`config.mk`:
```
export PLATFORM = sky130hd
export DESIGN_NAME = cpu_regs
export DESIGN_NICKNAME = d
export VERILOG_FILES = /design/src/cpu_regs_pkg.sv /design/src/cpu_regs.sv
export SDC_FILE = /design/constraint.sdc
export NUM_CORES = 1
export LEC_CHECK = 0
export BUFFER_PORTS_ARGS = -buffer_cell sky130_fd_sc_hd__buf_2
export CORE_MARGIN = 3
export CORE_UTILIZATION = 23
export DETAILED_ROUTE_END_ITERATION = 12
export GPL_TIMING_DRIVEN = 0
export PLACE_DENSITY = 0.47
export SYNTH_ARGS = -nofsm -noshare
export SYNTH_HDL_FRONTEND = slang
export SYNTH_SLANG_ARGS = --single-unit
export TNS_END_PERCENT = 30
```
`constraint.sdc`:
```
create_clock -name I_MCLK -period 3.82 [get_ports I_MCLK]
set_input_delay 0.573 -clock I_MCLK [delete_from_list [all_inputs] [get_ports I_MCLK]]
set_output_delay 0.573 -clock I_MCLK [all_outputs]
set_load 0.01 [all_outputs]
```
`src/cpu_regs_pkg.sv`:
```
package cpu_regs_pkg;

  // ----------------------------------------------------------------
  // register offsets on the apb slave (byte addresses)
  // ----------------------------------------------------------------
  localparam logic [7:0] OFS_ACC   = 8'h00;
  localparam logic [7:0] OFS_IDX_X = 8'h04;
  localparam logic [7:0] OFS_IDX_Y = 8'h08;
  localparam logic [7:0] OFS_SP    = 8'h0C;
  localparam logic [7:0] OFS_PC    = 8'h10;
  localparam logic [7:0] OFS_STAT  = 8'h14;
  localparam logic [7:0] OFS_CORE  = 8'h18;

  // ----------------------------------------------------------------
  // status bit positions
  // ----------------------------------------------------------------
  localparam int P_C   = 0;
  localparam int P_Z   = 1;
  localparam int P_I   = 2;
  localparam int P_D   = 3;
  localparam int P_B   = 4;
  localparam int P_ONE = 5;
  localparam int P_V   = 6;
  localparam int P_N   = 7;

  // ----------------------------------------------------------------
  // reset values, vectors and counts
  // ----------------------------------------------------------------
  localparam logic [7:0]  ACC_RST     = 8'h00;
  localparam logic [7:0]  SP_RST      = 8'h00;
  localparam logic [7:0]  P_RST       = 8'h20;
  localparam logic [15:0] PC_RST      = 16'h0000;
  localparam logic [7:0]  STACK_PAGE  = 8'h01;
  localparam logic [15:0] VEC_RESET   = 16'h7FFC;
  localparam logic [15:0] VEC_BRK     = 16'h7FFE;
  localparam logic [2:0]  INIT_LAST   = 3'h5;
  localparam logic [3:0]  INIT_CYCLES = 4'h6;

  // ----------------------------------------------------------------
  // types
  // ----------------------------------------------------------------
  typedef enum logic [3:0] {
    OP_NONE  = 4'h0,
    OP_FETCH = 4'h1,
    OP_WR    = 4'h2,
    OP_PUSH  = 4'h3,
    OP_PULL  = 4'h4,
    OP_IDX   = 4'h5,
    OP_PRE   = 4'h6,
    OP_POST  = 4'h7,
    OP_BRK   = 4'h8,
    OP_FLAGS = 4'h9
  } op_t;

  typedef enum logic [1:0] {
    DST_A  = 2'h0,
    DST_X  = 2'h1,
    DST_Y  = 2'h2,
    DST_SP = 2'h3
  } dst_t;

  typedef enum logic [2:0] {
    ST_INIT  = 3'h0,
    ST_VLO   = 3'h1,
    ST_VHI   = 3'h3,
    ST_RUN   = 3'h2,
    ST_PSH_L = 3'h6,
    ST_PSH_P = 3'h7,
    ST_VEC   = 3'h5
  } state_t;

  typedef struct packed {
    op_t         op;
    dst_t        dst;
    logic [15:0] base;
    logic [7:0]  data;
    logic        carry;
    logic        ovf;
    logic        upd_nz;
    logic        upd_c;
    logic        upd_v;
  } cmd_t;

  typedef struct packed {
    logic [15:0] addr;
    logic [7:0]  wdata;
    logic        we;
  } mem_t;

endpackage
```
`src/cpu_regs.sv`:
```
// Chosen here: the address map and the APB slave port.
`timescale 1ns/1ps
`default_nettype none
module cpu_regs (
  input  wire logic               I_MCLK,
  input  wire logic               I_NRST,
  input  wire cpu_regs_pkg::cmd_t I_CMD,
  input  wire logic               I_IRQ,
  input  wire logic [15:0]        I_IRQ_VEC,
  input  wire logic [7:0]         I_RDATA,
  input  wire logic               I_PSEL,
  input  wire logic               I_PENABLE,
  input  wire logic               I_PWRITE,
  input  wire logic [7:0]         I_PADDR,
  input  wire logic [31:0]        I_PWDATA,
  output logic [31:0]             O_PRDATA,
  output logic                    O_PREADY,
  output logic                    O_PSLVERR,
  output cpu_regs_pkg::mem_t      O_MEM,
  output logic [7:0]              O_ACC,
  output logic [7:0]              O_IDX_X,
  output logic [7:0]              O_IDX_Y,
  output logic [7:0]              O_SP,
  output logic [15:0]             O_PC,
  output logic [7:0]              O_STATUS,
  output logic                    O_BUSY
);
  import cpu_regs_pkg::*;

  // ----------------------------------------------------------------
  // helpers
  // ----------------------------------------------------------------
  function automatic logic [15:0] stack_addr(input logic [7:0] sp);
    stack_addr = {STACK_PAGE, sp};
  endfunction

  function automatic logic [15:0] index_add(input logic [15:0] base, input logic [7:0] idx);
    index_add = base + {8'h00, idx};
  endfunction

  // ----------------------------------------------------------------
  // state
  // ----------------------------------------------------------------
  state_t      st_r, st_nxt;
  logic [2:0]  cnt_r, cnt_nxt;
  logic [7:0]  acc_r, acc_nxt, x_r, x_nxt, y_r, y_nxt, sp_r, sp_nxt;
  logic [15:0] pc_r, pc_nxt, vec_r, vec_nxt;
  logic [7:0]  p_r, p_nxt, vlo_r, vlo_nxt;
  logic        brk_r, brk_nxt, rst_ent_r, rst_ent_nxt, busy_r, busy_nxt;
  mem_t        mem_r, mem_nxt;
  logic        pready_r, pready_nxt, pslverr_r, pslverr_nxt;
  logic [31:0] prdata_r, prdata_nxt;
  logic        apb_wr, take_int, run_cmd;
  logic [7:0]  idx_sel;

  // apb write lands only at the completing edge
  assign apb_wr   = I_PSEL & I_PENABLE & I_PWRITE & pready_r;
  assign run_cmd  = (st_r == ST_RUN);
  // mask only gates the external request; break is taken in ST_RUN whatever the mask
  assign take_int = run_cmd & ((I_IRQ & ~p_r[P_I] & (I_CMD.op == OP_NONE))
                    | (I_CMD.op == OP_BRK));
  assign idx_sel  = I_CMD.dst[1] ? y_r : x_r;

  // ----------------------------------------------------------------
  // core sequencing and register updates
  // ----------------------------------------------------------------
  always_comb begin
    st_nxt      = st_r;
    cnt_nxt     = cnt_r;
    acc_nxt     = acc_r;
    x_nxt       = x_r;
    y_nxt       = y_r;
    sp_nxt      = sp_r;
    pc_nxt      = pc_r;
    p_nxt       = p_r;
    vec_nxt     = vec_r;
    vlo_nxt     = vlo_r;
    brk_nxt     = brk_r;
    rst_ent_nxt = rst_ent_r;
    mem_nxt     = mem_r;
    mem_nxt.we  = 1'b0;
    case (st_r)
      ST_INIT: begin
        // fixed settling time before the vector is read
        if (cnt_r == INIT_LAST) begin
          st_nxt       = ST_VLO;
          mem_nxt.addr = VEC_RESET;
        end else begin
          cnt_nxt = cnt_r + 3'h1;
        end
      end
      ST_VLO: begin
        vlo_nxt      = I_RDATA;
        mem_nxt.addr = mem_r.addr + 16'h0001;
        st_nxt       = ST_VHI;
      end
      ST_VHI: begin
        pc_nxt       = {I_RDATA, vlo_r};
        p_nxt[P_I]   = 1'b1;
        if (rst_ent_r) begin
          p_nxt[P_D] = 1'b0;
        end
        rst_ent_nxt  = 1'b0;
        mem_nxt.addr = {I_RDATA, vlo_r};
        st_nxt       = ST_RUN;
      end
      ST_RUN: begin
        if (take_int) begin
          // entry pushes high, low, then status
          brk_nxt       = (I_CMD.op == OP_BRK);
          vec_nxt       = (I_CMD.op == OP_BRK) ? VEC_BRK : I_IRQ_VEC;
          mem_nxt.addr  = stack_addr(sp_r);
          mem_nxt.wdata = pc_r[15:8];
          mem_nxt.we    = 1'b1;
          sp_nxt        = sp_r - 8'h01;
          st_nxt        = ST_PSH_L;
        end else begin
          case (I_CMD.op)
            OP_FETCH: begin
              mem_nxt.addr = pc_r;
              pc_nxt       = pc_r + 16'h0001;
            end
            OP_WR: begin
              case (I_CMD.dst)
                DST_A:   acc_nxt = I_CMD.data;
                DST_X:   x_nxt   = I_CMD.data;
                DST_Y:   y_nxt   = I_CMD.data;
                default: sp_nxt  = I_CMD.data;
              endcase
              // stack pointer moves leave N and Z alone; carry and overflow still follow upd_c and upd_v
              if (I_CMD.upd_nz && I_CMD.dst != DST_SP) begin
                p_nxt[P_N] = I_CMD.data[7];
                p_nxt[P_Z] = (I_CMD.data == 8'h00);
              end
              if (I_CMD.upd_c) begin
                p_nxt[P_C] = I_CMD.carry;
              end
              if (I_CMD.upd_v) begin
                p_nxt[P_V] = I_CMD.ovf;
              end
            end
            OP_FLAGS: begin
              // break flag is kept here; only interrupt entry or an apb status write changes it
              p_nxt = {I_CMD.data[7:6], 1'b1, p_r[P_B], I_CMD.data[3:0]};
            end
            OP_PUSH: begin
              mem_nxt.addr  = stack_addr(sp_r);
              mem_nxt.wdata = I_CMD.data;
              mem_nxt.we    = 1'b1;
              sp_nxt        = sp_r - 8'h01;
            end
            OP_PULL: begin
              sp_nxt       = sp_r + 8'h01;
              mem_nxt.addr = stack_addr(sp_r + 8'h01);
            end
            OP_IDX: begin
              mem_nxt.addr = index_add(I_CMD.base, idx_sel);
            end
            OP_PRE: begin
              // pointer stays in page zero, carry dropped
              mem_nxt.addr = {8'h00, I_CMD.base[7:0] + x_r};
            end
            OP_POST: begin
              mem_nxt.addr = index_add(I_CMD.base, y_r);
            end
            default: begin
              mem_nxt.we = 1'b0;
            end
          endcase
        end
      end
      ST_PSH_L: begin
        mem_nxt.addr  = stack_addr(sp_r);
        mem_nxt.wdata = pc_r[7:0];
        mem_nxt.we    = 1'b1;
        sp_nxt        = sp_r - 8'h01;
        st_nxt        = ST_PSH_P;
      end
      ST_PSH_P: begin
        // pushed copy carries the entry cause, then mask is set
        mem_nxt.addr  = stack_addr(sp_r);
        mem_nxt.wdata = {p_r[7:5], brk_r, p_r[3:0]};
        mem_nxt.we    = 1'b1;
        sp_nxt        = sp_r - 8'h01;
        p_nxt[P_B]    = brk_r;
        p_nxt[P_I]    = 1'b1;
        st_nxt        = ST_VEC;
      end
      ST_VEC: begin
        // vector goes out only after the status write has left the bus
        mem_nxt.addr = vec_r;
        st_nxt       = ST_VLO;
      end
      default: begin
        st_nxt = ST_INIT;
      end
    endcase
    // software access wins over the core in the same cycle
    if (apb_wr) begin
      case (I_PADDR)
        OFS_ACC:   acc_nxt = I_PWDATA[7:0];
        OFS_IDX_X: x_nxt   = I_PWDATA[7:0];
        OFS_IDX_Y: y_nxt   = I_PWDATA[7:0];
        OFS_SP:    sp_nxt  = I_PWDATA[7:0];
        OFS_PC:    pc_nxt  = I_PWDATA[15:0];
        OFS_STAT:  p_nxt   = I_PWDATA[7:0];
        default:   p_nxt   = p_nxt;
      endcase
    end
    p_nxt[P_ONE] = 1'b1;
    busy_nxt     = (st_nxt != ST_RUN);
  end

  // held in reset while the pin is low
  always_ff @(posedge I_MCLK or negedge I_NRST) begin
    if (!I_NRST) begin
      st_r      <= ST_INIT;
      cnt_r     <= 3'h0;
      acc_r     <= ACC_RST;
      x_r       <= ACC_RST;
      y_r       <= ACC_RST;
      sp_r      <= SP_RST;
      pc_r      <= PC_RST;
      p_r       <= P_RST;
      vec_r     <= VEC_RESET;
      vlo_r     <= 8'h00;
      brk_r     <= 1'b0;
      rst_ent_r <= 1'b1;
      busy_r    <= 1'b1;
      mem_r     <= '0;
    end else begin
      st_r      <= st_nxt;
      cnt_r     <= cnt_nxt;
      acc_r     <= acc_nxt;
      x_r       <= x_nxt;
      y_r       <= y_nxt;
      sp_r      <= sp_nxt;
      pc_r      <= pc_nxt;
      p_r       <= p_nxt;
      vec_r     <= vec_nxt;
      vlo_r     <= vlo_nxt;
      brk_r     <= brk_nxt;
      rst_ent_r <= rst_ent_nxt;
      busy_r    <= busy_nxt;
      mem_r     <= mem_nxt;
    end
  end

  // ----------------------------------------------------------------
  // apb slave: one wait state, reads sampled in the first access cycle
  // ----------------------------------------------------------------
  always_comb begin
    pready_nxt  = I_PSEL & I_PENABLE & ~pready_r;
    prdata_nxt  = prdata_r;
    pslverr_nxt = 1'b0;
    if (I_PSEL && I_PENABLE && !pready_r) begin
      prdata_nxt = 32'h0000_0000;
      case (I_PADDR)
        OFS_ACC:   prdata_nxt = {24'h00_0000, acc_r};
        OFS_IDX_X: prdata_nxt = {24'h00_0000, x_r};
        OFS_IDX_Y: prdata_nxt = {24'h00_0000, y_r};
        OFS_SP:    prdata_nxt = {24'h00_0000, sp_r};
        OFS_PC:    prdata_nxt = {16'h0000, pc_r};
        OFS_STAT:  prdata_nxt = {24'h00_0000, p_r};
        OFS_CORE:  prdata_nxt = {28'h000_0000, busy_r, st_r};
        default:   pslverr_nxt = 1'b1;
      endcase
    end
  end

  always_ff @(posedge I_MCLK or negedge I_NRST) begin
    if (!I_NRST) begin
      pready_r  <= 1'b0;
      pslverr_r <= 1'b0;
      prdata_r  <= 32'h0000_0000;
    end else begin
      pready_r  <= pready_nxt;
      pslverr_r <= pslverr_nxt;
      prdata_r  <= prdata_nxt;
    end
  end

  // outputs are the registers themselves
  assign O_PRDATA  = prdata_r;
  assign O_PREADY  = pready_r;
  assign O_PSLVERR = pslverr_r;
  assign O_MEM     = mem_r;
  assign O_ACC     = acc_r;
  assign O_IDX_X   = x_r;
  assign O_IDX_Y   = y_r;
  assign O_SP      = sp_r;
  assign O_PC      = pc_r;
  assign O_STATUS  = p_r;
  assign O_BUSY    = busy_r;

  // ----------------------------------------------------------------
  // checks
  // ----------------------------------------------------------------
  logic [3:0] init_len_r;

  // cycles spent in the init state since release
  always_ff @(posedge I_MCLK or negedge I_NRST) begin
    if (!I_NRST) begin
      init_len_r <= 4'h0;
    end else if (st_r == ST_INIT) begin
      init_len_r <= init_len_r + 4'h1;
    end
  end
endmodule
`default_nettype wire

```
After elaboration in Yosys (flattened, before gate mapping)
Index checks and enable logic that the tools add are counted.

Logic and storage cells: 146. Bits in registers: 147. Input bits: 105. Output and inout port bits: 116.

Equal/unequal tests: 29. Add/subtract/negate cells: 8. Muxes and demuxes: 60. Reductions and logical operators: 19. Bitwise operators: 11.

Operator list (count): $mux 8 (27); $pmux 16 s6 (2); $pmux 16 s7 (1); $mux 16 (6); $add 16x1->16 const B (2); $add 16x8->16 (2); $pmux 16 s2 (1); $pmux 9 s3 (1); $mux 25 (1); $eq 8x5->1 const B (3); $pmux 8 s3 (1); $pmux 3 s7 (1); $eq 4x3->1 const B (4); $eq 8x4->1 const B (2); $logic_not 8->1 (2); $pmux 8 s2 (1); $eq 3x3->1 const B (4); $mux 3 (3); $add 8x1->8 const B (1); $add 8x8->8 (1); $eq 4x2->1 const B (2); $eq 4x4->1 const B (2); $eq 8x3->1 const B (1); $mux 1 (8); other kinds (28) (48).

Logic depth before layout (Yosys ltp)
Gate-level depths: netlist (run 1).

Depth in word-level cells: 9. Depth in mapped cells: 12. Gate-level depth less buffers: 11.

Worst setup path after synthesis (run 1)
Ideal clock, no wire load.

Path type: input to register. Start point: in I_CMD[33] (netlist bit). End point: reg mem_r, in the netlist O_MEM[20]. Setup time: 0.119 ns. Stages: 11. Arrival time: 3.218 ns. Required time: 3.701 ns. Path buffers: 1. Path slack: 0.484 ns. Cells stage by stage: buf_2 > and2b_1 > a21oi_1 > mux2_2 > ha_1 > a211oi_1 > o211ai_1 > and3_1 > a221oi_1 > o221ai_1 > o21a_1.

Longest elaborated chain between the ends: 6. Elaborated cells between the ends (all ways): 16. Classes of those cells: eq/ne (8); mux (3); bitwise (3); reduce/logical (2).

RTL lines: from (decl) (line cpu_regs.sv:7) `input wire cpu_regs_pkg::cmd_t I_CMD,`; $logic_not 4->1 (line cpu_regs.sv:60) `assign take_int = run_cmd & ((I_IRQ & ~p_r[P_I] & (I_CMD.op == OP_NONE))`; $and 1x1->1 (line cpu_regs.sv:60); $or 1x1->1 (line cpu_regs.sv:61) `| (I_CMD.op == OP_BRK));`; $and 1x1->1 (line cpu_regs.sv:60); $ne 8x2->1 (no line) / $mux 25 (equally long branches); $reduce_and 3->1 (no line) / $pmux 16 s6 (equally long branches); to (signal assigned) (line cpu_regs.sv:245) `mem_r <= mem_nxt;`; to (decl) (line cpu_regs.sv:50) `mem_t mem_r, mem_nxt;`.

Several ways; a longest one is shown, not always the timed one. A chain may end at the register's enable or synchronous reset.

Worst setup path in the final report (run 1)
Ends and elaborated chain as after synthesis.

==> impl_metrics.py, run 1 <==
metrics = {
    "critical_path": {
        "cpMaxStageDelayCell": "a211oi_1",
        "critPathMaxFanout": 10,
        "critPathKind": "input port to flop",
        "path_delay_family": "compound AO/OA/AOI/OAI gates",
        "path_buf_inv": 2,
        "crit_required_ns": 4.14,
        "crit_chain": "buf_2 > buf_2 > and2b_1 > a21oi_2 > mux2_2 > ha_1 > a211oi_1 > o211ai_1 > and3_1 > a221oi_1 > o221ai_1 > o21a_1",
        "slowest_delay_ns": 0.47,
        "critPathLaunchType": "input port",
        "cp.arrival_ns": 3.94,
        "cpMostUsedCell": "buf_2",
        "endpoint_kind": "flop",
    },
    "clocking": {
        "cts.path.max_buffers": 2,
        "cts_tree": "built",
        "root_buffer": "clkbuf_16",
        "clk_latency_ns": 0.44,
        "path_clk_slew_ns": 0.06,
        "clock_sinks": 131,
        "htreeDepth": 4,
        "cts_buffers": 17,
        "cts_hold_buffers": 0,
        "post_cts_buffers": 0,
        "cts-resized-gates": 0,
    },
    "floorplanning": {
        "die_area_sq_um": 45510,
        "initial_core_util_pct": 23.41,
        "fp.dieW_um": 213.3,
        "die_h_um": 213.3,
        "fp-row-count": 75,
        "io_pins": 221,
        "core_area_sq_um": 42230,
    },
    "finish": {
        "drive_gt1_share_pct": 22.34,
        "seq_area_sq_um": 3297,
        "syn2layout_area_growth_pct": 22.69,
        "n_antenna_cell": 0,
        "fin_area_sq_um": 12130,
        "multiInputGateArea_sq_um": 6082,
        "fin_util_pct": 28.73,
        "fin_nets": 1527,
        "fin_cells": 1949,
        "nFillCells": 4647,
    },
    "routing": {
        "drt_iter0_drc": 1114,
        "vias": 10400,
        "wl_mm": 48.20,
        "dr.pass1.iters": 6,
        "wire_per_inst_um": 24.73,
        "drc_errors": 0,
        "ant_nets": 0,
        "detail_route.vias_per_cell": 5.335,
    },
    "grt": {
        "grt_usage_pct": 20.84,
        "grt_pass1_wl_mm": 69.47,
        "grt_pass1_vias": 10110,
        "antenna_found_initial": 3,
        "grt_max_degree": 87,
        "overflow": 0,
    },
    "logic_synthesis": {
        "synth_common_cells": "nand2_1 (144), dfrtp_1 (116), nor2_1 (110)",
        "synth_area_sq_um": 9887,
        "synth-edff-count": 0,
        "postSynthCellCount": 1180,
        "ys_warn_count": 0,
        "synth_area_per_cell_sq_um": 8.379,
        "yosysMostFrequentCell": "nand2_1",
        "synth_top_area_share_pct": 29.36,
        "async_flop_share_pct": 100.0,
        "ys_ff_latch": 131,
        "yosysTopAreaCell": "dfrtp_1",
        "ys_seq_area_share_pct": 33.35,
        "synthFlopType": "dfrtp_1",
        "synthTopCellsByArea": "dfrtp_1 (29%), nand2_1 (5.5%), mux2i_1 (5.3%)",
        "ys_types": 89,
    },
    "place": {
        "dp_cells": 1918,
        "post_dp_cell_area_sq_um": 11570,
        "hpwl_mm": 37.13,
        "port_buffers": 183,
        "globalplace.congestion": 0.9344,
    },
    "timing": {
        "report.final.hold_viol_count": 0,
        "period_minus_slack_ns": 3.615,
        "tns_ns": 0,
        "hold_ws_ns": 0.06845,
        "period_share_pct": 94.64,
        "worst_pin_slew_ns": 1.056,
        "slew_viol_final": 0,
        "finalSetupViolCount": 0,
        "fin_skew_ns": 0.01656,
        "max_freq_mhz": 276.6,
        "rsz0062_at_grt": "false",
        "slew-limit-headroom_pct": 27.79,
    },
    "power_and_ir_drop": {
        "ir_worst_vdd_mv": 0.2686,
        "p_leak_nw": 5.356,
        "p_per_area_nw_per_um2": 750.8,
    },
    "status": {
        "outcome": "complete, no violations",
    },
    "flow_run": {
        "drv_cap": 0,
    },
    "hold_path": {
        "hold_path_class": "input port to async pin",
    },
}
==> layer usage <==
layer	vias to the layer above	part of all wire (%)	GRT usage, %
li1	4771	-	-
met2	511	44	32.17
met5	-	0.093	0
met4	6	3.4	7.794
met3	90	8.5	4.287
met1	5020	44	28.87
==> state kept, by name, indices dropped and copies added, names as in the netlist, 3 cells and up <==
register,count
O_MEM,25
st_r,3
cnt_r,3
O_SP,8
O_ACC,8
O_PRDATA,16
vec_r,16
O_IDX_Y,8
O_PC,16
O_STATUS,7
O_IDX_X,8
vlo_r,8
==> area by class of cell <==
cell class | count | area share [%]
Tap cell | 539 | 5.560
Timing Repair Buffer | 184 | 7.829
Clock inverter | 10 | 0.8974
Sequential cell | 131 | 27.18
Buffer | 108 | 4.250
Inverter | 14 | 0.4332
Multi-Input combinational cell | 942 | 50.14
Clock buffer | 21 | 3.713
==> kinds of logic (layout without fill, tap and decap cells) <==
group / Yosys count / count (layout) / share of synthesized area (%)
AOI/OAI and AO/OA: 376 / 376 / 25.02
xor gates and xnor gates: 37 / 37 / 3.278
adders and majority gates: 24 / 24 / 3.189
buffers and inverters: 122 / 337 / 5.745
DFF: 131 / 131 / 33.35
muxes: 70 / 70 / 8.226
other: 2 / 17 / 0.07596
and+or+nand+nor: 418 / 418 / 21.12
==> power by group <==
group | switching (mW) | internal, mW | leakage [nW] | total [mW]
Combinational | 3.12 | 1.69 | 3.47 | 4.81
Clock | 0.660 | 0.970 | 0.273 | 1.63
Sequential | 0.718 | 1.95 | 1.62 | 2.67
==> cell usage in the layout (no fill, tap or decap), drive strengths merged, types with 12 or more instances in the layout <==
master and instances:
buf 230, nand2 146, dfrtp 116, nor2 110, o21ai 94, clkbuf 83
a21oi 78, mux2i 52, nand3 36, a31oi 28, o211ai 25, xnor2 24
ha 22, o221ai 18, o21a 18, a22oi 17, conb 17, nor3 17
nand2b 16, dfstp 15, a211oi 15, inv 15, nor2b 14, nand4 14
a221oi 14, xor2 13, and2 12
==> worst paths after layout <==
path                            cells after the start                      from  slack [ns]                  endpoint
worst max-delay path                               12                 I_CMD[33]        0.20     O_MEM[20]$_DFFE_PN0P_
worst min-delay path                                1                    I_NRST        0.07        O_ACC[1]$_DFF_PN0_
worst max register to register                      7     O_STATUS[2]$_DFF_PN0_        0.75     O_MEM[14]$_DFFE_PN0P_
worst min register to register                      2  O_PRDATA[14]$_DFFE_PN0P_        0.46  O_PRDATA[14]$_DFFE_PN0P_
max in group asynchronous                           2                    I_NRST        2.89     vec_r[12]$_DFFE_PN1P_
min in group I_MCLK                                 3              I_PWDATA[13]        0.35        O_PC[13]$_DFF_PN0_
==> stage by stage <==
step | total power [mW] | worst slack, ns
3_3_place_gp | 7.390 | -0.4193
5_1_grt | 9.649 | 0.04567
2_1_floorplan | 5.248 | 0.4836
6_report | 9.108 | 0.2048
3_5_place_dp | 7.398 | -0.4117
4_1_cts | 9.070 | 0.02402
Note: power is estimated with default switching activity, not from simulation.
==> inputs of run 2 (changes only) <==
Settings changed: CORE_MARGIN 3 to 1.5.
==> impl_metrics.py, run 2 (same netlist as run 1, synthesis figures left out) <==
metrics = {
    "critical_path": {
        "crit_required_ns": 4.16,
        "crit_chain": "buf_2 > buf_2 > and2b_1 > a21oi_2 > mux2_2 > ha_1 > a211oi_1 > o211ai_1 > and3_1 > a221oi_1 > o221ai_1 > o21a_1",
        "cp.arrival_ns": 3.98,
        "critPathMaxFanout": 10,
        "path_delay_family": "compound AO/OA/AOI/OAI gates",
        "critPathKind": "input port to flop",
        "cpMaxStageDelayCell": "a211oi_1",
        "critPathLaunchType": "input port",
        "cpMostUsedCell": "buf_2",
        "endpoint_kind": "flop",
        "path_buf_inv": 2,
        "slowest_delay_ns": 0.46,
    },
    "finish": {
        "fin_cells": 1952,
        "fin_nets": 1527,
        "largest_reg_flops": 25,
        "final_cell_mix": "buf_2 (205), nand2_1 (144), dfrtp_1 (116)",
        "fin_area_sq_um": 12150,
        "syn2layout_area_growth_pct": 22.91,
        "drive_gt1_share_pct": 22.11,
        "fin_util_pct": 28.84,
        "nFillCells": 4583,
        "layout_commonest_cell": "buf_2",
    },
    "status": {
        "outcome": "complete, no violations",
    },
    "timing": {
        "period_share_pct": 95.24,
        "period_minus_slack_ns": 3.638,
        "max_freq_mhz": 274.9,
        "rsz0062_at_grt": "false",
        "report.final.hold_viol_count": 0,
        "slew_viol_final": 0,
        "slew-limit-headroom_pct": 43.54,
        "worst_pin_slew_ns": 0.8256,
        "fin_ws_ns": 0.1818,
        "finalSetupViolCount": 0,
        "fin_skew_ns": 0.009985,
    },
    "floorplanning": {
        "fp.dieW_um": 210.3,
        "io_pins": 221,
        "die_h_um": 210.3,
        "die_area_sq_um": 44240,
        "initial_core_util_pct": 23.47,
        "fp-row-count": 75,
        "core_area_sq_um": 42130,
    },
    "routing": {
        "drc_errors": 0,
        "dr.pass1.iters": 6,
        "vias": 10430,
        "detail_route.vias_per_cell": 5.344,
        "wire_per_inst_um": 24.83,
        "ant_nets": 0,
        "wl_mm": 48.47,
        "drt_iter0_drc": 997,
    },
    "clocking": {
        "path_clk_slew_ns": 0.06,
        "clk_latency_ns": 0.45,
        "cts_hold_buffers": 0,
        "htreeDepth": 4,
        "root_buffer": "clkbuf_16",
        "cts_tree": "built",
        "cts.path.max_buffers": 2,
        "post_cts_buffers": 0,
        "cts_buffers": 17,
        "clock_sinks": 131,
    },
    "hold_path": {
        "hold_path_class": "input port to async pin",
    },
    "grt": {
        "grt_pass1_vias": 10030,
        "grt_pass1_wl_mm": 70.55,
        "grt_max_degree": 73,
        "grt_usage_pct": 22.01,
        "overflow": 0,
        "antenna_found_initial": 4,
    },
    "place": {
        "globalplace.congestion": 0.9264,
        "post_dp_cell_area_sq_um": 11570,
        "dp_cells": 1918,
        "hpwl_mm": 37.07,
        "pre_cts_ws_ns": -0.4139,
        "port_buffers": 183,
    },
    "flow_run": {
        "drv_cap": 0,
    },
    "power_and_ir_drop": {
        "ir_worst_vdd_mv": 0.2539,
        "total_power_mw": 9.184,
        "p_per_area_nw_per_um2": 755.8,
        "p_leak_nw": 5.366,
    },
}
-- run 2: cell count changes in the layout (fill, tap and decap cells not counted) --
cell and change:
clkbuf_1 +4, clkinvlp_4 -2, diode_2 +2, bufinv_16 +1, clkinv_2 -1, inv_6 -1
-- run 2: cell type report --
type / instances / area [sq um] / share of cell area [%]
diodes: 2 / 5.005 / 0.04119
plain buffers: 108 / 515.5 / 4.242
clock buffers: 25 / 465.4 / 3.830
clock inverters: 7 / 110.1 / 0.9061
inverters: 14 / 52.55 / 0.4325
multi-input cells: 942 / 6082 / 50.05
flip-flops and latches: 131 / 3297 / 27.13
well taps: 539 / 674.4 / 5.550
repair buffers: 184 / 949.7 / 7.815
-- run 2: what timing repair did --
action,in CTS,in global routing
hold endpoints to repair,0,0
gates resized for setup,0,1
setup endpoints to repair,0,3
-- run 2: worst reg2reg max path: cells and delay by family, from the launching register on --
kind	cells	cell delay [ns]
AOI/OAI and AO/OA	3	1.16
DFF	1	0.49
buffers and inverters	1	0.58
and+or+nand+nor	2	0.64
-- run 2: path summary, 6_finish.rpt --
path	from	cells after the start	slack (ns)	end
worst min-delay path	I_NRST	1	0.11	O_ACC[5]$_DFF_PN0_
max in group asynchronous	I_NRST	2	2.87	O_BUSY$_DFF_PN1_
worst max register to register	O_STATUS[2]$_DFF_PN0_	6	0.79	O_MEM[11]$_DFFE_PN0P_
worst min register to register	O_PRDATA[15]$_DFFE_PN0P_	2	0.46	O_PRDATA[15]$_DFFE_PN0P_
worst max-delay path	I_CMD[33]	12	0.18	O_MEM[20]$_DFFE_PN0P_
min in group I_MCLK	I_PWDATA[13]	3	0.35	O_PC[13]$_DFF_PN0_
-- run 2: routing by layer --
| layer | up-vias | track usage, % | wire length, um |
|---|---|---|---|
| met5 | - | 0 | 22 |
| met4 | 4 | 7.542 | 1419 |
| met3 | 75 | 4.946 | 3715 |
| met2 | 484 | 34.53 | 21780 |
| met1 | 5087 | 29.72 | 21540 |
| li1 | 4781 | - | - |
-- run 2: per-stage QoR --
step / setup TNS (ns) / hold WS [ns]
4_1_cts: 0 / 0.1256
3_5_place_dp: -2.208 / 0.4508
5_1_grt: 0 / 0.1496
3_3_place_gp: -2.228 / 0.4488
2_1_floorplan: 0 / 0.2774
6_report: 0 / 0.1076
-- run 2: power breakdown --
group / leakage, nW / switching, mW / internal [mW]
registers: 1.62 / 0.729 / 1.95
clock network: 0.283 / 0.649 / 1.04
logic: 3.47 / 3.12 / 1.69
